==> src/rtl/adc_demux_pkg.sv <==
// Purpose: Shared constants, types and register map of the ADC output demux block
// Assumes: 32-bit APB, one aligned word per register
// Notes: Codes are 8-bit offset binary
package adc_demux_pkg;

  localparam int CODE_W = 8;
  localparam int APB_DW = 32;

  // Output modes
  typedef enum logic [1:0] {
    full_rate_single_port_mode = 2'b00,
    half_rate_demux_mode = 2'b01,
    quarter_rate_decimation_mode = 2'b10
  } demux_mode_e;

  // One converted sample with its overrange bit
  typedef struct packed {
    logic [CODE_W-1:0] code;
    logic overrange;
  } sample_s;

  // Code points
  localparam logic [CODE_W-1:0] CODE_ZERO = 8'h00;
  localparam logic [CODE_W-1:0] CODE_FULL = 8'hFF;
  localparam logic [CODE_W-1:0] CODE_MID_HI = 8'h80;
  localparam logic [CODE_W-1:0] CODE_MID_LO = 8'h7F;
  localparam logic signed [CODE_W:0] DIFF_POS_FS = 9'sh080;
  localparam logic signed [CODE_W:0] DIFF_NEG_FS = -9'sh080;

  // Phase counter
  localparam logic [1:0] PHASE_RST = 2'h0;
  localparam logic [1:0] PHASE_HALF_RATE_DEMUX_MODE_MASK = 2'h1;
  localparam logic [1:0] PHASE_QUARTER_RATE_DECIMATION_MODE_MASK = 2'h3;
  localparam logic [1:0] PHASE_HALF_RATE_DEMUX_MODE_UPD = 2'h1;
  localparam logic [1:0] PHASE_QUARTER_RATE_DECIMATION_MODE_UPD = 2'h2;

  // Register byte offsets
  localparam logic [7:0] OFS_CTRL = 8'h00;
  localparam logic [7:0] OFS_STATUS = 8'h04;
  localparam logic [7:0] OFS_MASK = 8'h08;
  localparam logic [7:0] OFS_STATE = 8'h0C;

  // Field positions
  localparam int CTRL_RESYNC_BIT = 0;
  localparam int EVT_OVR_BIT = 0;
  localparam int EVT_MODE_BIT = 1;
  localparam int EVT_W = 2;
  localparam int ST_MODE_LSB = 0;
  localparam int ST_PHASE_LSB = 2;
  localparam int ST_AUXPWR_BIT = 4;
  localparam int ST_OVR_BIT = 5;

  localparam logic [EVT_W-1:0] EVT_RST = 2'h0;
  localparam logic [APB_DW-1:0] WORD_ZERO = 32'h0000_0000;

endpackage : adc_demux_pkg

==> src/rtl/adc_code_encoder.sv <==
// Purpose: Quantise the differential input into an offset binary sample
// Assumes: Inputs are signed levels in LSB units, sampled each rising ref_clk_in edge
// Notes: Zero difference alternates between the two midscale codes
`timescale 1ns/10ps
module adc_code_encoder
  import adc_demux_pkg::*;
(
  input wire logic ref_clk_in,
  input wire logic resetn_in,
  input wire logic ce_in,
  input wire logic signed [CODE_W-1:0] analog_input_true_in,
  input wire logic signed [CODE_W-1:0] analog_input_complement_in,
  output sample_s sample_out
);

  logic signed [CODE_W:0] diff;
  logic mid_toggle;
  sample_s next_sample;

  // Differential level in LSB, both sides sign extended first so no carry is lost
  assign diff = (CODE_W+1)'(analog_input_true_in) - (CODE_W+1)'(analog_input_complement_in);

  // Offset binary with saturation at both ends
  always_comb
  begin
    next_sample.overrange = 1'b0;
    if (diff >= DIFF_POS_FS)
    begin
      next_sample.code = CODE_FULL;
      next_sample.overrange = 1'b1;
    end
    else if (diff <= DIFF_NEG_FS)
    begin
      next_sample.code = CODE_ZERO;
    end
    else if (diff == 9'sh000)
    begin
      next_sample.code = mid_toggle ? CODE_MID_LO : CODE_MID_HI;
    end
    else
    begin
      next_sample.code = CODE_W'(diff + DIFF_POS_FS);
    end
  end

  // Midscale alternation
  always_ff @(posedge ref_clk_in or negedge resetn_in)
  begin
    if (!resetn_in)
      mid_toggle <= 1'b0;
    else if (ce_in && diff == 9'sh000)
      mid_toggle <= ~mid_toggle;
  end

  // Sample register, one per rising clock edge
  always_ff @(posedge ref_clk_in or negedge resetn_in)
  begin
    if (!resetn_in)
      sample_out <= '0;
    else if (ce_in)
      sample_out <= next_sample;
  end

endmodule : adc_code_encoder

==> src/rtl/adc_output_demux.sv <==
// Purpose: Output demux, data-ready clock and overrange flag of an 8-bit flash ADC
// Assumes: ref_clk_in is the sampling clock; APB register access
// Notes: Second port outputs go all-high on both lines when powered down
// Operation
// - Demux enable low forces full-rate single-port mode, ignoring division select.
// - With demux enabled, division select low picks half rate, high quarter rate.
// - Full rate: sample on first port, repeated on second port one cycle later.
// - Second port powered down drives true and complement lines high.
// - Half rate: two consecutive samples together, older on second port.
// - Demux modes: outputs change only at data-ready rising edge; full rate changes them at both edges.
// - Quarter rate drops every second sample, retained ones split over ports.
// - One shared overrange flag; demux modes flag either port overranged.
// - Full rate flags overrange from first port only.
// - Zero differential input gives midscale code alternating 7F and 80.
// - Negative full scale gives 00 clear; positive gives FF with flag set.
// - Every sample is 8-bit offset binary on differential lines.
// - Samples taken on rising sampling clock edge, which times the demux.
// - Data-ready phase is arbitrary until a demux resync fixes it.
`timescale 1ns/10ps
module adc_output_demux
  import adc_demux_pkg::*;
#(
  parameter int ADDR_W = 8
)
(
  input wire logic ref_clk_in,
  input wire logic resetn_in,
  input wire logic ce_in,
  input wire logic signed [CODE_W-1:0] analog_input_true_in,
  input wire logic signed [CODE_W-1:0] analog_input_complement_in,
  input wire logic demux_enable_in,
  input wire logic division_select_in,
  input wire logic second_port_power_a_in,
  input wire logic second_port_power_b_in,
  input wire logic psel_in,
  input wire logic penable_in,
  input wire logic pwrite_in,
  input wire logic [ADDR_W-1:0] paddr_in,
  input wire logic [APB_DW-1:0] pwdata_in,
  output logic [APB_DW-1:0] prdata_out,
  output logic pready_out,
  output logic pslverr_out,
  output logic [CODE_W-1:0] first_port_data_out,
  output logic [CODE_W-1:0] first_port_data_n_out,
  output logic [CODE_W-1:0] second_port_data_out,
  output logic [CODE_W-1:0] second_port_data_n_out,
  output logic data_ready_out,
  output logic data_ready_n_out,
  output logic overrange_out,
  output logic overrange_n_out,
  output logic irq_out
);

  // Elaboration checks
  if (CODE_W != 8)
    $error("code width must be 8");
  if (ADDR_W < 4)
    $error("address width too small for register map");

  sample_s sample;
  demux_mode_e mode;
  demux_mode_e mode_q;
  logic [1:0] phase;
  logic [1:0] phase_mask;
  logic update;
  logic keep_older;
  sample_s held;
  sample_s first;
  sample_s second;
  logic flag;
  logic dready;
  logic aux_powered;
  logic resync;
  logic [EVT_W-1:0] status;
  logic [EVT_W-1:0] mask;
  logic [EVT_W-1:0] events;
  logic flag_q;
  logic apb_setup;
  logic apb_write;
  logic [7:0] addr8;
  logic mapped;
  logic [APB_DW-1:0] next_rdata;

  adc_code_encoder u_encoder (
    .ref_clk_in(ref_clk_in),
    .resetn_in(resetn_in),
    .ce_in(ce_in),
    .analog_input_true_in(analog_input_true_in),
    .analog_input_complement_in(analog_input_complement_in),
    .sample_out(sample)
  );

  // Mode decode from the two select pins
  always_comb
  begin
    if (!demux_enable_in)
      mode = full_rate_single_port_mode;
    else if (!division_select_in)
      mode = half_rate_demux_mode;
    else
      mode = quarter_rate_decimation_mode;
  end

  // Phase position and update points per mode
  always_comb
  begin
    case (mode)
      half_rate_demux_mode:
      begin
        phase_mask = PHASE_HALF_RATE_DEMUX_MODE_MASK;
        update = (phase == PHASE_HALF_RATE_DEMUX_MODE_UPD);
        keep_older = (phase == PHASE_RST);
      end
      quarter_rate_decimation_mode:
      begin
        phase_mask = PHASE_QUARTER_RATE_DECIMATION_MODE_MASK;
        update = (phase == PHASE_QUARTER_RATE_DECIMATION_MODE_UPD);
        keep_older = (phase == PHASE_RST);
      end
      default:
      begin
        phase_mask = PHASE_RST;
        update = 1'b1;
        keep_older = 1'b0;
      end
    endcase
  end

  // Divider phase, realigned by a demux resync
  always_ff @(posedge ref_clk_in or negedge resetn_in)
  begin
    if (!resetn_in)
      phase <= PHASE_RST;
    else if (ce_in)
    begin
      if (resync)
        phase <= PHASE_RST;
      else
        phase <= (phase + 2'h1) & phase_mask;
    end
  end

  // Older sample store for the demux modes
  always_ff @(posedge ref_clk_in or negedge resetn_in)
  begin
    if (!resetn_in)
      held <= '0;
    else if (ce_in && keep_older)
      held <= sample;
  end

  // Port registers, changing only at an update
  always_ff @(posedge ref_clk_in or negedge resetn_in)
  begin
    if (!resetn_in)
    begin
      first <= '0;
      second <= '0;
    end
    else if (ce_in && update)
    begin
      first <= sample;
      if (mode == full_rate_single_port_mode)
        second <= first;
      else
        second <= held;
    end
  end

  // Shared overrange flag follows the mode
  always_ff @(posedge ref_clk_in or negedge resetn_in)
  begin
    if (!resetn_in)
      flag <= 1'b0;
    else if (ce_in && update)
    begin
      if (mode == full_rate_single_port_mode)
        flag <= sample.overrange;
      else
        flag <= sample.overrange | held.overrange;
    end
  end

  // Data-ready clock rises with each update in the demux modes, toggles every sample in full rate
  always_ff @(posedge ref_clk_in or negedge resetn_in)
  begin
    if (!resetn_in)
      dready <= 1'b0;
    else if (ce_in)
    begin
      if (mode == full_rate_single_port_mode)
        dready <= ~dready;
      else if (update)
        dready <= 1'b1;
      else if (phase == PHASE_RST)
        dready <= 1'b0;
    end
  end

  assign aux_powered = second_port_power_a_in & second_port_power_b_in;

  // Differential output pairs
  genvar gi;
  for (gi = 0; gi < CODE_W; gi++)
  begin : g_bits
    assign first_port_data_out[gi] = first.code[gi];
    assign first_port_data_n_out[gi] = ~first.code[gi];
    assign second_port_data_out[gi] = aux_powered ? second.code[gi] : 1'b1;
    assign second_port_data_n_out[gi] = aux_powered ? ~second.code[gi] : 1'b1;
  end

  assign data_ready_out = dready;
  assign data_ready_n_out = ~dready;
  assign overrange_out = flag;
  assign overrange_n_out = ~flag;

  // APB decode
  assign apb_setup = psel_in & ~penable_in;
  assign apb_write = psel_in & penable_in & pwrite_in;
  assign addr8 = 8'(paddr_in);
  assign pready_out = psel_in & penable_in;

  always_comb
  begin
    mapped = 1'b1;
    next_rdata = WORD_ZERO;
    if (addr8 == OFS_CTRL)
      next_rdata = WORD_ZERO;
    else if (addr8 == OFS_STATUS)
      next_rdata[EVT_W-1:0] = status;
    else if (addr8 == OFS_MASK)
      next_rdata[EVT_W-1:0] = mask;
    else if (addr8 == OFS_STATE)
    begin
      next_rdata[ST_MODE_LSB +: 2] = mode;
      next_rdata[ST_PHASE_LSB +: 2] = phase;
      next_rdata[ST_AUXPWR_BIT] = aux_powered;
      next_rdata[ST_OVR_BIT] = flag;
    end
    else
      mapped = 1'b0;
  end

  // Read data and error captured in the setup cycle
  always_ff @(posedge ref_clk_in or negedge resetn_in)
  begin
    if (!resetn_in)
    begin
      prdata_out <= WORD_ZERO;
      pslverr_out <= 1'b0;
    end
    else if (apb_setup)
    begin
      prdata_out <= pwrite_in ? WORD_ZERO : next_rdata;
      pslverr_out <= ~mapped;
    end
  end

  // Resync pulse from a control write
  always_ff @(posedge ref_clk_in or negedge resetn_in)
  begin
    if (!resetn_in)
      resync <= 1'b0;
    else if (apb_write && addr8 == OFS_CTRL)
      resync <= pwdata_in[CTRL_RESYNC_BIT];
    else if (ce_in)
      resync <= 1'b0;
  end

  // Mask register
  always_ff @(posedge ref_clk_in or negedge resetn_in)
  begin
    if (!resetn_in)
      mask <= EVT_RST;
    else if (apb_write && addr8 == OFS_MASK)
      mask <= pwdata_in[EVT_W-1:0];
  end

  // Events: new overrange and mode change
  always_ff @(posedge ref_clk_in or negedge resetn_in)
  begin
    if (!resetn_in)
    begin
      flag_q <= 1'b0;
      mode_q <= full_rate_single_port_mode;
    end
    else if (ce_in)
    begin
      flag_q <= flag;
      mode_q <= mode;
    end
  end

  always_comb
  begin
    events = EVT_RST;
    events[EVT_OVR_BIT] = ce_in & flag & ~flag_q;
    events[EVT_MODE_BIT] = ce_in & (mode != mode_q);
  end

  // Sticky status, write one to clear, set wins
  always_ff @(posedge ref_clk_in or negedge resetn_in)
  begin
    if (!resetn_in)
      status <= EVT_RST;
    else if (apb_write && addr8 == OFS_STATUS)
      status <= (status & ~pwdata_in[EVT_W-1:0]) | events;
    else
      status <= status | events;
  end

  assign irq_out = |(status & mask);
endmodule : adc_output_demux

==> config.mk <==
export PLATFORM = sky130hd
export DESIGN_NAME = adc_output_demux
export DESIGN_NICKNAME = d
export VERILOG_FILES = /design/src/rtl/adc_demux_pkg.sv /design/src/rtl/adc_code_encoder.sv /design/src/rtl/adc_output_demux.sv
export SDC_FILE = /design/constraint.sdc
export NUM_CORES = 1
export LEC_CHECK = 0
export ABC_AREA = 1
export BUFFER_PORTS_ARGS = -buffer_cell sky130_fd_sc_hd__buf_4
export CAP_MARGIN = 5
export CORE_MARGIN = 4
export CORE_UTILIZATION = 33
export CTS_CLUSTER_DIAMETER = 150
export CTS_CLUSTER_SIZE = 40
export DETAILED_ROUTE_END_ITERATION = 6
export HOLD_SLACK_MARGIN = 0.05
export PLACE_DENSITY = 0.66
export SETUP_SLACK_MARGIN = 0.1
export SYNTH_ARGS = -nofsm -noshare
export SYNTH_HDL_FRONTEND = slang
export SYNTH_HIERARCHICAL = 1
export SYNTH_SLANG_ARGS = --single-unit
==> constraint.sdc <==
create_clock -name ref_clk_in -period 1.3 [get_ports ref_clk_in]
set_input_delay 0.195 -clock ref_clk_in [delete_from_list [all_inputs] [get_ports ref_clk_in]]
set_output_delay 0.195 -clock ref_clk_in [all_outputs]
set_load 0.05 [all_outputs]
==> metrics.txt, run 1 <==
# TYPE chip_impl_metric gauge
chip_impl_metric{name="synth_area",unit="µm²"} 3600
chip_impl_metric{name="syn_to_final_growth",unit="%"} 61.3
chip_impl_info{name="worst_path_dominant_cell_family",value="simple AND/OR/NAND/NOR gates"} 1
chip_impl_metric{name="seq_power_share",unit="%"} 31.3
chip_impl_metric{name="number_of_remaining_drc_errors",unit=""} 0
chip_impl_metric{name="wire_per_inst",unit="µm"} 12.7
chip_impl_metric{name="leakage",unit="nW"} 3.00
chip_impl_metric{name="fmax",unit="GHz"} 0.617
chip_impl_metric{name="die_area",unit="µm²"} 12600
chip_impl_metric{name="postSynthAreaPerCell",unit="µm²"} 7.19
chip_impl_info{name="result_of_the_run",value="complete, but fails checks"} 1
chip_impl_info{name="hold_path.class",value="in -> reg"} 1
chip_impl_info{name="critical_path.slowest_cell",value="sky130_fd_sc_hd__fa_2"} 1
chip_impl_metric{name="firstDrtPassIters",unit=""} 4
chip_impl_metric{name="insertion_delay",unit="ns"} 0.31
chip_impl_metric{name="number_of_buffers_added_by_the_clock_tree_synthesis_step",unit=""} 5
chip_impl_metric{name="path_max_fanout",unit=""} 6
chip_impl_metric{name="worst_clock_skew",unit="ns"} 0.00794
chip_impl_metric{name="final_layout_size_suffix_gt1_share",unit="%"} 49.0
chip_impl_metric{name="sequential_element_share_of_the_synthesized_area",unit="%"} 37.5
chip_impl_metric{name="pwr_density_cell",unit="nW/µm²"} 1330
chip_impl_metric{name="grt_use_total",unit="%"} 14.5
chip_impl_metric{name="total_routed_wirelength",unit="µm"} 10100
chip_impl_info{name="cp_common_cell",value="sky130_fd_sc_hd__nand2_1"} 1
chip_impl_metric{name="antennaDiodeCount",unit=""} 0
chip_impl_metric{name="dr.first_iter.drc_count",unit=""} 149
chip_impl_info{name="cp_launch_type",value="input port"} 1
chip_impl_metric{name="initial_antenna_violation_count",unit=""} 0
chip_impl_metric{name="die_w",unit="µm"} 112
chip_impl_metric{name="cap_violations",unit=""} 0
chip_impl_metric{name="row_count",unit=""} 37
chip_impl_metric{name="cts_buffer_depth",unit=""} 2
chip_impl_info{name="critPathLaunch",value="analog_input_true_in[0]"} 1
chip_impl_metric{name="grt_remaining_overflow",unit=""} 0
chip_impl_metric{name="postLayoutSetupSlackWorst",unit="ns"} -0.321
chip_impl_info{name="worst_hold_startpoint",value="pwdata_in[1]"} 1
chip_impl_metric{name="critPathArrivalTime",unit="ns"} 1.84
chip_impl_metric{name="effective_utilization_at_floorplan",unit="%"} 34.4
chip_impl_metric{name="p_int",unit="mW"} 4.30
chip_impl_metric{name="grt_max_degree",unit=""} 35
chip_impl_metric{name="finish.instance_area",unit="µm²"} 5810
chip_impl_metric{name="max-vdd-ir-drop",unit="mV"} 0.860
chip_impl_metric{name="worst_path_largest_cell_delay",unit="ns"} 0.42
chip_impl_info{name="tritoncts_clock_tree",value="built"} 1
chip_impl_metric{name="clkSinkCount",unit=""} 54
chip_impl_metric{name="clock_tree.htree_level_count",unit=""} 2
chip_impl_metric{name="power.clock.fraction",unit="%"} 12.3
chip_impl_metric{name="placeable_core_area",unit="µm²"} 10500
chip_impl_metric{name="layout_min_cycle_time",unit="ns"} 1.62
chip_impl_metric{name="setup_violations",unit=""} 28
chip_impl_metric{name="dp_slack",unit="ns"} -0.782
chip_impl_metric{name="netSwitchingFraction",unit="%"} 44.4
chip_impl_metric{name="detailroute.via_count",unit=""} 3620
chip_impl_metric{name="hold_slack",unit="ns"} 0.153
chip_impl_info{name="cp_cell_sequence",value="buf_8 -> inv_12 -> ha_4 -> inv_4 -> fa_2 -> inv_2 -> nand2_2 -> nor2_4 -> nand3_2 -> nor2_2 -> nand2_2 -> nor2_2 -> nand4_1 -> nand2_1 -> inv_2 -> nand2_1 -> nand2_1"} 1
chip_impl_metric{name="timing.final.crit_share",unit="%"} 125
chip_impl_metric{name="global_route_wire_length_before_repair",unit="µm"} 15600
chip_impl_metric{name="hold_violations",unit=""} 0
chip_impl_info{name="rsz0062_at_grt",value="true"} 1
chip_impl_metric{name="ports",unit=""} 137
chip_impl_info{name="crit-reg2reg-launch",value="phase[1]"} 1
chip_impl_metric{name="finalSetupTns",unit="ns"} -3.52
chip_impl_info{name="path_class",value="in -> reg"} 1
chip_impl_metric{name="timing.critical_path.buf_inv",unit=""} 5
chip_impl_metric{name="viasPerCell",unit=""} 4.52
chip_impl_metric{name="power_frac_comb",unit="%"} 56.4
chip_impl_info{name="failed_checks",value="setup timing"} 1
chip_impl_metric{name="route.antenna.remaining_nets",unit=""} 0
chip_impl_metric{name="first_global_vias",unit=""} 3436
chip_impl_metric{name="gp_congestion",unit=""} 0.830
chip_impl_metric{name="final_net_count",unit=""} 741
chip_impl_metric{name="synth.lib_cells_used.distinct",unit=""} 32
chip_impl_metric{name="fp.dieH",unit="µm"} 112
chip_impl_metric{name="worstPathRequired",unit="ns"} 1.52
chip_impl_metric{name="io_buffer_count",unit=""} 80
chip_impl_info{name="crit_path_end_kind",value="flip-flop"} 1
chip_impl_metric{name="ys_warn_count",unit=""} 6
chip_impl_metric{name="net-switching-power",unit="mW"} 3.44
chip_impl_metric{name="final_count_of_pins_violating_max_slew",unit=""} 0
chip_impl_metric{name="placed_area",unit="µm²"} 4590
chip_impl_metric{name="netlist_instances",unit=""} 501
chip_impl_metric{name="ys_ff_latch",unit=""} 54
chip_impl_metric{name="place.detailed.hpwl",unit="µm"} 6380
chip_impl_metric{name="cts.reportedPaths.clkPinSlew",unit="ns"} 0.10
chip_impl_info{name="cts_root_buf",value="sky130_fd_sc_hd__clkbuf_8"} 1
==> timing repair <==
action	in CTS	in global routing
buffers inserted	33	16
hold endpoints to repair	32	0
endpoints found under the setup margin	55	64
pin swaps	28	20
hold buffers	1	0
gates cloned	5	0
gates resized for setup	106	68
==> area by class of cell <==
type	instances	area (µm²)
Timing Repair Buffer	164	1600
Fill cell	897	4660
Inverter	94	418
Sequential cell	54	1360
Clock inverter	2	13.8
Timing Repair inverter	1	16.3
Multi-Input combinational cell	344	2150
Tap cell	136	170
Clock buffer	6	72.6
==> sequential cells by signal, indices dropped and copies added, names as in the netlist <==
name,cells
phase,2
first_port_data_out,8
held,9
overrange_out,1
prdata_out,6
pslverr_out,1
flag_q,1
mode_q,2
status,2
resync,1
second,8
u_encoder/mid_toggle,1
mask,2
data_ready_out,1
u_encoder/sample_out,9
==> cell families (layout without fill, tap and decap cells) <==
logic type,count (synthesis),after routing,share of synthesized area [%]
and+or+nand+nor,238,238,30.3
buffers and inverters,128,267,17.1
AOI/OAI and AO/OA,67,67,10.5
DFF,54,54,37.5
adders and majority gates,11,11,4.03
xor gates and xnor gates,2,2,0.487
other,1,26,0.104
==> path summary, 6_finish.rpt <==
check	slack (ns)	end	depth (start not counted)
setup / recovery	-0.32	u_encoder/sample_out[6]	17
hold / removal	0.15	mask[1]	3
setup reg to reg	-0.05	second[8]	9
hold reg to reg	0.50	prdata_out[1]	2
max in group asynchronous	0.37	prdata_out[1]	3
min in group asynchronous	0.37	held[6]	2
==> cells in the mapped netlist <==
cell type / number / area share, %
sky130_fd_sc_hd__a21oi_1: 14 / 1.9
sky130_fd_sc_hd__nor2_1: 20 / 2.1
sky130_fd_sc_hd__inv_1: 82 / 8.6
sky130_fd_sc_hd__inv_6: 1 / 0.24
sky130_fd_sc_hd__nand4_4: 1 / 0.59
sky130_fd_sc_hd__nand2_4: 2 / 0.63
sky130_fd_sc_hd__nand4_1: 10 / 1.7
sky130_fd_sc_hd__nor3_1: 3 / 0.42
sky130_fd_sc_hd__clkinv_1: 1 / 0.10
sky130_fd_sc_hd__buf_4: 26 / 5.4
sky130_fd_sc_hd__xor2_1: 2 / 0.49
sky130_fd_sc_hd__nand2_1: 147 / 15
sky130_fd_sc_hd__o21ai_1: 9 / 1.3
sky130_fd_sc_hd__nand2_2: 17 / 3.0
sky130_fd_sc_hd__nand3b_1: 1 / 0.21
sky130_fd_sc_hd__nor2_4: 2 / 0.63
sky130_fd_sc_hd__nand3_4: 1 / 0.49
sky130_fd_sc_hd__nand3_1: 28 / 3.9
sky130_fd_sc_hd__fa_1: 1 / 0.56
sky130_fd_sc_hd__buf_12: 1 / 0.56
sky130_fd_sc_hd__nor2_2: 3 / 0.52
sky130_fd_sc_hd__buf_6: 2 / 0.63
sky130_fd_sc_hd__a22o_1: 1 / 0.24
sky130_fd_sc_hd__conb_1: 1 / 0.10
sky130_fd_sc_hd__o21ai_0: 33 / 4.6
sky130_fd_sc_hd__nand3_2: 3 / 0.83
sky130_fd_sc_hd__clkbuf_1: 5 / 0.52
sky130_fd_sc_hd__o21ai_2: 9 / 2.2
sky130_fd_sc_hd__o32ai_1: 1 / 0.24
sky130_fd_sc_hd__dfrtp_1: 54 / 38
sky130_fd_sc_hd__inv_2: 10 / 1.0
sky130_fd_sc_hd__ha_1: 10 / 3.5
==> power groups by stage <==
stage               combinational (mW)  clock (mW)  sequential (mW)
CTS                               3.80       0.978             2.36
floorplan                         1.88           0             2.62
global placement                  2.94           0             2.35
finish                            4.37       0.950             2.42
global route                      4.66        1.04             2.46
detailed placement                2.99           0             2.36
==> worst min-delay path, cell delays in order <==
cell,delay [ns]
sky130_fd_sc_hd__buf_4,0.10
sky130_fd_sc_hd__inv_1,0.05
sky130_fd_sc_hd__o21ai_0,0.07
==> placed cells by master (no fill, tap or decap), drive strengths merged <==
| cell | n |
|---|---|
| o32ai | 1 |
| o21ai | 51 |
| ha | 10 |
| fa | 1 |
| nand4 | 11 |
| buf | 163 |
| clkinv | 3 |
| conb | 26 |
| clkbuf | 6 |
| dfrtp | 54 |
| nand3b | 1 |
| nor2 | 25 |
| clkinvlp | 10 |
| xor2 | 2 |
| dlygate4sd3 | 1 |
| nand3 | 32 |
| a21oi | 14 |
| a22o | 1 |
| nor3 | 3 |
| inv | 84 |
| nand2 | 166 |
==> per-stage QoR <==
stage	total power [mW]	util, %	cells
global route	8.16	55.5	801
CTS	7.14	51.6	785
floorplan	4.50	-	526
finish	7.74	55.5	801
detailed placement	5.36	43.9	738
global placement	5.29	43.9	738
==> metal layers <==
metal	global-route usage (%)	routed length [µm]	share of wire, %
met2	26.8	5360	53
met3	2.43	395	3.9
met4	3.53	126	1.2
met5	0	0	0
met1	17.4	4250	42
No activity file was read; power rests on OpenSTA's default activity.
==> run 2: changes to the inputs <==
--- a/config.mk
+++ b/config.mk
@@ -8,7 +8,7 @@
 export ABC_AREA = 1
 export BUFFER_PORTS_ARGS = -buffer_cell sky130_fd_sc_hd__buf_4
 export CAP_MARGIN = 5
-export CORE_MARGIN = 4
+export CORE_MARGIN = 2
 export CORE_UTILIZATION = 33
 export CTS_CLUSTER_DIAMETER = 150
 export CTS_CLUSTER_SIZE = 40
==> metrics.txt, run 2 (synthesized netlist as in run 1, its figures left out) <==
# TYPE chip_impl_metric gauge
chip_impl_info{name="result_of_the_run",value="complete, but fails checks"} 1
chip_impl_info{name="failed_checks",value="setup timing"} 1
chip_impl_metric{name="met1Wirelength",unit="µm"} 3890
chip_impl_metric{name="setup_violations",unit=""} 20
chip_impl_metric{name="final_count_of_pins_violating_max_slew",unit=""} 0
chip_impl_metric{name="clkSinkCount",unit=""} 54
chip_impl_info{name="highest-signal-layer",value="met4"} 1
chip_impl_metric{name="pwr_density_cell",unit="nW/µm²"} 1360
chip_impl_metric{name="timing.critical_path.buf_inv",unit=""} 5
chip_impl_info{name="hold_path.class",value="in -> reg"} 1
chip_impl_metric{name="viasPerCell",unit=""} 4.46
chip_impl_metric{name="number_of_buffers_added_by_the_clock_tree_synthesis_step",unit=""} 5
chip_impl_metric{name="grt_remaining_overflow",unit=""} 0
chip_impl_metric{name="fmax",unit="GHz"} 0.615
chip_impl_metric{name="worst_path_largest_cell_delay",unit="ns"} 0.42
chip_impl_metric{name="row_count",unit=""} 38
chip_impl_metric{name="power_frac_comb",unit="%"} 53.5
chip_impl_metric{name="dr.first_iter.drc_count",unit=""} 174
chip_impl_metric{name="grt_max_degree",unit=""} 30
chip_impl_info{name="final_cell_mix",value="111 x sky130_fd_sc_hd__buf_4, 108 x sky130_fd_sc_hd__nand2_1, 59 x sky130_fd_sc_hd__inv_1"} 1
chip_impl_info{name="reg.largest.list",value="held (9), u_encoder/sample_out (9)"} 1
chip_impl_metric{name="die_w",unit="µm"} 108
chip_impl_metric{name="path_max_fanout",unit=""} 6
chip_impl_metric{name="dp_slack",unit="ns"} -0.769
chip_impl_metric{name="placed_area",unit="µm²"} 4580
chip_impl_metric{name="final_cell_count_no_fill",unit=""} 795
chip_impl_metric{name="syn_to_final_growth",unit="%"} 57.3
chip_impl_info{name="crit_path_end_kind",value="flip-flop"} 1
chip_impl_metric{name="place.detailed.hpwl",unit="µm"} 6210
chip_impl_metric{name="netSwitchingFraction",unit="%"} 42.9
chip_impl_metric{name="detailroute.via_count",unit=""} 3542
chip_impl_metric{name="cap_violations",unit=""} 0
chip_impl_metric{name="final_net_count",unit=""} 731
chip_impl_metric{name="hold_slack",unit="ns"} 0.154
chip_impl_info{name="cp_cell_sequence",value="buf_12 -> inv_12 -> ha_4 -> inv_4 -> fa_2 -> inv_2 -> nand2_2 -> nor2_4 -> nand3_2 -> nor2_2 -> nand2_2 -> nor2_2 -> nand4_1 -> nand2_1 -> inv_2 -> nand2_1 -> nand2_1"} 1
chip_impl_metric{name="initial_antenna_violation_count",unit=""} 0
chip_impl_metric{name="placed_cells_incl_taps",unit=""} 739
chip_impl_metric{name="ports",unit=""} 137
chip_impl_metric{name="p_int",unit="mW"} 4.41
chip_impl_info{name="cts_root_buf",value="sky130_fd_sc_hd__clkbuf_8"} 1
chip_impl_metric{name="postLayoutSetupSlackWorst",unit="ns"} -0.325
chip_impl_metric{name="met2WireLength",unit="µm"} 4860
chip_impl_metric{name="report.power.total",unit="mW"} 7.72
chip_impl_metric{name="clock_tree.htree_level_count",unit=""} 2
chip_impl_metric{name="first_global_vias",unit=""} 3323
chip_impl_info{name="tritoncts_clock_tree",value="built"} 1
chip_impl_metric{name="seq_area",unit="µm²"} 1360
chip_impl_metric{name="die_area",unit="µm²"} 11800
chip_impl_metric{name="max-vdd-ir-drop",unit="mV"} 0.956
chip_impl_metric{name="cts.reportedPaths.clkPinSlew",unit="ns"} 0.10
chip_impl_metric{name="num-fill-cells",unit=""} 958
chip_impl_info{name="path_class",value="in -> reg"} 1
chip_impl_metric{name="seq_power_share",unit="%"} 31.1
chip_impl_metric{name="critPathArrivalTime",unit="ns"} 1.83
chip_impl_metric{name="leakage",unit="nW"} 2.93
chip_impl_metric{name="placeable_core_area",unit="µm²"} 10700
chip_impl_metric{name="power.clock.fraction",unit="%"} 15.4
chip_impl_metric{name="multiInputGateArea",unit="µm²"} 2090
chip_impl_metric{name="postLayoutCoreUtil",unit="%"} 52.7
chip_impl_metric{name="io_buffer_count",unit=""} 80
chip_impl_metric{name="global_route_wire_length_before_repair",unit="µm"} 14400
chip_impl_metric{name="hold_violations",unit=""} 0
chip_impl_info{name="rsz0062_at_grt",value="true"} 1
chip_impl_metric{name="number_of_remaining_drc_errors",unit=""} 0
chip_impl_info{name="mostFrequentLayoutCell",value="sky130_fd_sc_hd__buf_4"} 1
chip_impl_info{name="cp_common_cell",value="sky130_fd_sc_hd__nand2_1"} 1
chip_impl_metric{name="total_routed_wirelength",unit="µm"} 9340
chip_impl_metric{name="net-switching-power",unit="mW"} 3.31
chip_impl_metric{name="effective_utilization_at_floorplan",unit="%"} 33.5
chip_impl_metric{name="final_layout_size_suffix_gt1_share",unit="%"} 47.0
chip_impl_metric{name="worstPathRequired",unit="ns"} 1.50
chip_impl_metric{name="insertion_delay",unit="ns"} 0.30
chip_impl_metric{name="finish.instance_area",unit="µm²"} 5660
chip_impl_metric{name="wire_per_inst",unit="µm"} 11.7
chip_impl_info{name="worst_path_dominant_cell_family",value="simple AND/OR/NAND/NOR gates"} 1
chip_impl_metric{name="timing.final.crit_share",unit="%"} 125
chip_impl_info{name="cp_launch_type",value="input port"} 1
chip_impl_metric{name="firstDrtPassIters",unit=""} 4
chip_impl_metric{name="dr_wl_met3",unit="µm"} 478
chip_impl_metric{name="finalSetupTns",unit="ns"} -2.97
chip_impl_metric{name="grt_use_total",unit="%"} 15.0
chip_impl_metric{name="cts_buffer_depth",unit=""} 2
chip_impl_metric{name="gp_congestion",unit=""} 0.865
chip_impl_metric{name="route.antenna.remaining_nets",unit=""} 0
chip_impl_metric{name="layout_min_cycle_time",unit="ns"} 1.63
chip_impl_metric{name="worst_clock_skew",unit="ns"} 0.00507
chip_impl_info{name="critical_path.slowest_cell",value="sky130_fd_sc_hd__fa_2"} 1
chip_impl_metric{name="antennaDiodeCount",unit=""} 0
chip_impl_metric{name="fp.dieH",unit="µm"} 108
## run 2: area by class of cell
class | instances | share of cell area, %
repair buffers | 153 | 26.0
multi-input cells | 344 | 36.9
repair inverters | 2 | 0.331
well taps | 140 | 3.09
clock buffers | 6 | 1.46
clock inverters | 2 | 0.685
flip-flops and latches | 54 | 24.1
inverters | 94 | 7.38
## run 2: worst min-delay path: stages
cell                      delay (ns)
sky130_fd_sc_hd__buf_4          0.11
sky130_fd_sc_hd__inv_1          0.05
sky130_fd_sc_hd__o21ai_0        0.07
## run 2: path summary, 6_finish.rpt
check                                   startpoint                 endpoint  slack, ns  cells past startpoint
max                        analog_input_true_in[0]  u_encoder/sample_out[2]      -0.33                     17
min in group asynchronous                resetn_in                  mask[0]       0.35                      2
min                                   pwdata_in[1]                  mask[1]       0.15                      3
max reg2reg                               phase[0]   first_port_data_out[6]      -0.04                      8
min reg2reg                u_encoder/sample_out[7]  u_encoder/sample_out[7]       0.49                      2
max in group asynchronous                resetn_in  u_encoder/sample_out[1]       0.45                      3
## run 2: power by group through the flow
stage | Clock [mW] | Sequential, mW | Combinational [mW]
2_1_floorplan | 0 | 2.62 | 1.88
3_3_place_gp | 0 | 2.35 | 2.92
3_5_place_dp | 0 | 2.36 | 2.97
4_1_cts | 1.22 | 2.36 | 3.60
5_1_grt | 1.26 | 2.46 | 4.43
6_report | 1.19 | 2.41 | 4.13
## run 2: layer usage
metal	global-route usage, %	vias up
li1	-	1813
met1	17.7	1607
met2	28.1	108
met3	2.05	14
met4	4.30	0
met5	0	-
## run 2: repair_timing
item                                    in CTS  in global routing
setup buffers                               22                 19
resized for setup                           95                 61
cloned                                       5                  1
hold buffers                                 1                  0
pin swaps                                   28                 10
hold endpoints to repair                    26                  0
endpoints found under the setup margin      54                 62
==> run 3: changes to the inputs <==
--- a/config.mk
+++ b/config.mk
@@ -8,13 +8,15 @@
 export ABC_AREA = 1
 export BUFFER_PORTS_ARGS = -buffer_cell sky130_fd_sc_hd__buf_4
 export CAP_MARGIN = 5
+export CELL_PAD_IN_SITES_DETAIL_PLACEMENT = 1
+export CELL_PAD_IN_SITES_GLOBAL_PLACEMENT = 1
 export CORE_MARGIN = 2
 export CORE_UTILIZATION = 33
 export CTS_CLUSTER_DIAMETER = 150
 export CTS_CLUSTER_SIZE = 40
 export DETAILED_ROUTE_END_ITERATION = 6
 export HOLD_SLACK_MARGIN = 0.05
-export PLACE_DENSITY = 0.66
+export PLACE_DENSITY = 0.86
 export SETUP_SLACK_MARGIN = 0.1
 export SYNTH_ARGS = -nofsm -noshare
 export SYNTH_HDL_FRONTEND = slang
==> metrics.txt, run 3 (synthesized netlist as in run 1, its figures left out) <==
# TYPE chip_impl_metric gauge
chip_impl_info{name="result_of_the_run",value="complete, but fails checks"} 1
chip_impl_info{name="failed_checks",value="setup timing"} 1
chip_impl_metric{name="global_route_wire_length_before_repair",unit="µm"} 21000
chip_impl_metric{name="initial_antenna_violation_count",unit=""} 0
chip_impl_metric{name="placeable_core_area",unit="µm²"} 10700
chip_impl_metric{name="max-vdd-ir-drop",unit="mV"} 0.883
chip_impl_metric{name="worst_clock_skew",unit="ns"} 0.0184
chip_impl_metric{name="number_of_buffers_added_by_the_clock_tree_synthesis_step",unit=""} 5
chip_impl_info{name="cp_cell_sequence",value="buf_8 -> inv_12 -> ha_4 -> inv_4 -> fa_2 -> inv_2 -> nand2_2 -> nor2_4 -> nand3_2 -> nor2_2 -> nand2_2 -> o21ai_2 -> nand2_1 -> nand2_1 -> inv_2 -> nand2_1 -> nand2_1"} 1
chip_impl_metric{name="grt_max_degree",unit=""} 25
chip_impl_metric{name="tightestPinTransition",unit="ns"} 0.504
chip_impl_metric{name="worst_path_largest_cell_delay",unit="ns"} 0.42
chip_impl_metric{name="grt_use_total",unit="%"} 22.7
chip_impl_info{name="cp_launch_type",value="input port"} 1
chip_impl_metric{name="fmax",unit="GHz"} 0.596
chip_impl_metric{name="final_cell_count_no_fill",unit=""} 798
chip_impl_metric{name="cap_violations",unit=""} 0
chip_impl_metric{name="seq_area",unit="µm²"} 1370
chip_impl_metric{name="fp.dieH",unit="µm"} 108
chip_impl_metric{name="wire_per_inst",unit="µm"} 20.5
chip_impl_metric{name="hold_violations",unit=""} 0
chip_impl_info{name="rsz0062_at_grt",value="true"} 1
chip_impl_metric{name="final_count_of_pins_violating_max_slew",unit=""} 0
chip_impl_metric{name="dr.first_iter.drc_count",unit=""} 235
chip_impl_info{name="mostFrequentLayoutCell",value="sky130_fd_sc_hd__nand2_1"} 1
chip_impl_metric{name="worstPathRequired",unit="ns"} 1.52
chip_impl_metric{name="leakage",unit="nW"} 2.92
chip_impl_info{name="cts_root_buf",value="sky130_fd_sc_hd__clkbuf_8"} 1
chip_impl_metric{name="grt_remaining_overflow",unit=""} 0
chip_impl_metric{name="placed_area",unit="µm²"} 4580
chip_impl_metric{name="finish.instance_area",unit="µm²"} 5740
chip_impl_info{name="reg.largest.list",value="held (9), u_encoder/sample_out (9)"} 1
chip_impl_metric{name="ports",unit=""} 137
chip_impl_metric{name="path_max_fanout",unit=""} 6
chip_impl_metric{name="place.detailed.hpwl",unit="µm"} 7670
chip_impl_info{name="hold_path.class",value="in -> reg"} 1
chip_impl_metric{name="insertion_delay",unit="ns"} 0.34
chip_impl_metric{name="firstDrtPassIters",unit=""} 5
chip_impl_metric{name="setup_violations",unit=""} 33
chip_impl_metric{name="clkSinkCount",unit=""} 54
chip_impl_metric{name="viasPerCell",unit=""} 5.20
chip_impl_metric{name="clock_tree.htree_level_count",unit=""} 2
chip_impl_metric{name="pwr_density_cell",unit="nW/µm²"} 1460
chip_impl_metric{name="cts_buffer_depth",unit=""} 2
chip_impl_metric{name="timing.max_slew.rel_slack",unit="%"} 66.1
chip_impl_info{name="tritoncts_clock_tree",value="built"} 1
chip_impl_metric{name="dp_slack",unit="ns"} -0.825
chip_impl_metric{name="die_area",unit="µm²"} 11800
chip_impl_metric{name="placed_cells_incl_taps",unit=""} 740
chip_impl_info{name="crit_path_end_kind",value="flip-flop"} 1
chip_impl_metric{name="antennaDiodeCount",unit=""} 0
chip_impl_metric{name="final_layout_size_suffix_gt1_share",unit="%"} 48.5
chip_impl_metric{name="num-fill-cells",unit=""} 1275
chip_impl_info{name="final_cell_mix",value="111 x sky130_fd_sc_hd__nand2_1, 107 x sky130_fd_sc_hd__buf_4, 59 x sky130_fd_sc_hd__inv_1"} 1
chip_impl_metric{name="critPathArrivalTime",unit="ns"} 1.90
chip_impl_metric{name="die_w",unit="µm"} 108
chip_impl_metric{name="number_of_remaining_drc_errors",unit=""} 0
chip_impl_metric{name="timing.final.crit_share",unit="%"} 129
chip_impl_metric{name="gp_congestion",unit=""} 0.809
chip_impl_info{name="path_class",value="in -> reg"} 1
chip_impl_metric{name="first_global_vias",unit=""} 4279
chip_impl_metric{name="total_routed_wirelength",unit="µm"} 16300
chip_impl_metric{name="final_net_count",unit=""} 734
chip_impl_metric{name="multiInputGateArea",unit="µm²"} 2140
chip_impl_metric{name="postLayoutSetupSlackWorst",unit="ns"} -0.379
chip_impl_metric{name="route.antenna.remaining_nets",unit=""} 0
chip_impl_info{name="cp_common_cell",value="sky130_fd_sc_hd__nand2_1"} 1
chip_impl_metric{name="effective_utilization_at_floorplan",unit="%"} 33.5
chip_impl_metric{name="cts.reportedPaths.clkPinSlew",unit="ns"} 0.10
chip_impl_metric{name="layout_min_cycle_time",unit="ns"} 1.68
chip_impl_metric{name="syn_to_final_growth",unit="%"} 59.5
chip_impl_metric{name="detailroute.via_count",unit=""} 4149
chip_impl_metric{name="row_count",unit=""} 38
chip_impl_metric{name="io_buffer_count",unit=""} 80
chip_impl_info{name="critical_path.slowest_cell",value="sky130_fd_sc_hd__fa_2"} 1
[run 3: cell count changes in the layout (fill, tap and decap cells not counted), moves of 2 or more]
| cell | before | now |
|---|---|---|
| sky130_fd_sc_hd__o21ai_1 | 15 | 8 |
| sky130_fd_sc_hd__nand2_4 | 21 | 19 |
| sky130_fd_sc_hd__o21ai_2 | 20 | 25 |
| sky130_fd_sc_hd__buf_8 | 14 | 22 |
| sky130_fd_sc_hd__buf_6 | 17 | 21 |
| sky130_fd_sc_hd__nand2_1 | 108 | 111 |
| sky130_fd_sc_hd__buf_4 | 111 | 107 |
| sky130_fd_sc_hd__buf_12 | 6 | 3 |
| sky130_fd_sc_hd__o21ai_4 | 0 | 2 |
[run 3: through the flow]
| stage | power (mW) | TNS (ns) | util [%] | hold slack, ns |
|---|---|---|---|---|
| 6_report | 8.36 | -4.22 | 53.4 | 0.223 |
| 5_1_grt | 8.69 | -6.52 | 53.4 | 0.232 |
| 3_3_place_gp | 5.26 | -6.93 | 42.7 | 0.102 |
| 3_5_place_dp | 5.41 | -7.82 | 42.7 | 0.111 |
| 4_1_cts | 7.36 | -3.12 | 50.0 | 0.152 |
| 2_1_floorplan | 4.50 | -4.75 | - | -0.101 |
[run 3: layout make-up]
type / count / share of cell area [%]
sequential: 54 / 23.8
timing repair inverter: 1 / 0.196
multi-input combinational: 344 / 37.2
timing repair buffer: 157 / 26.5
clock buffer: 7 / 1.50
inverter: 94 / 7.23
tap: 140 / 3.05
clock inverter: 1 / 0.523
[run 3: critical path: cells and delay by family]
kind | cells | cell delay (ns)
and+or+nand+nor | 9 | 0.67
buffers and inverters | 5 | 0.30
adders and majority gates | 2 | 0.57
AOI/OAI and AO/OA | 1 | 0.14
[run 3: timing repair]
action,CTS,global route
gates cloned,5,0
buffers inserted,29,17
hold buffers,1,0
hold endpoints to repair,21,0
gates resized for setup,111,72
endpoints found under the setup margin,55,69
pin swaps,34,27
[run 3: per-layer routing]
metal  vias to the layer above  part of all wire, %  wire, µm  GRT usage [%]
met5                         -                    0         0              0
met4                         0                  6.1       999           8.33
met3                        86                  6.1       989           3.86
met2                       202                   52      8480           44.6
met1                      2043                   36      5860           23.9
li1                       1818                    -         -              -
[run 3: worst paths after layout]
path                                               from                 endpoint  slack [ns]  depth (start not counted)
worst min register to register  u_encoder/sample_out[8]  u_encoder/sample_out[8]        0.52                          2
max in group asynchronous                     resetn_in   first_port_data_out[1]        0.43                          3
min in group asynchronous                     resetn_in                  held[7]        0.33                          2
worst max-delay path            analog_input_true_in[0]  u_encoder/sample_out[3]       -0.38                         17
worst min-delay path                       pwdata_in[0]                  mask[0]        0.22                          3
worst max register to register                status[0]            prdata_out[0]       -0.11                          5
[run 3: power by group]
group,internal (mW),switching (mW),leakage (nW)
clock network,0.630,0.622,0.0585
registers,2.06,0.501,0.670
logic,1.79,2.76,2.19
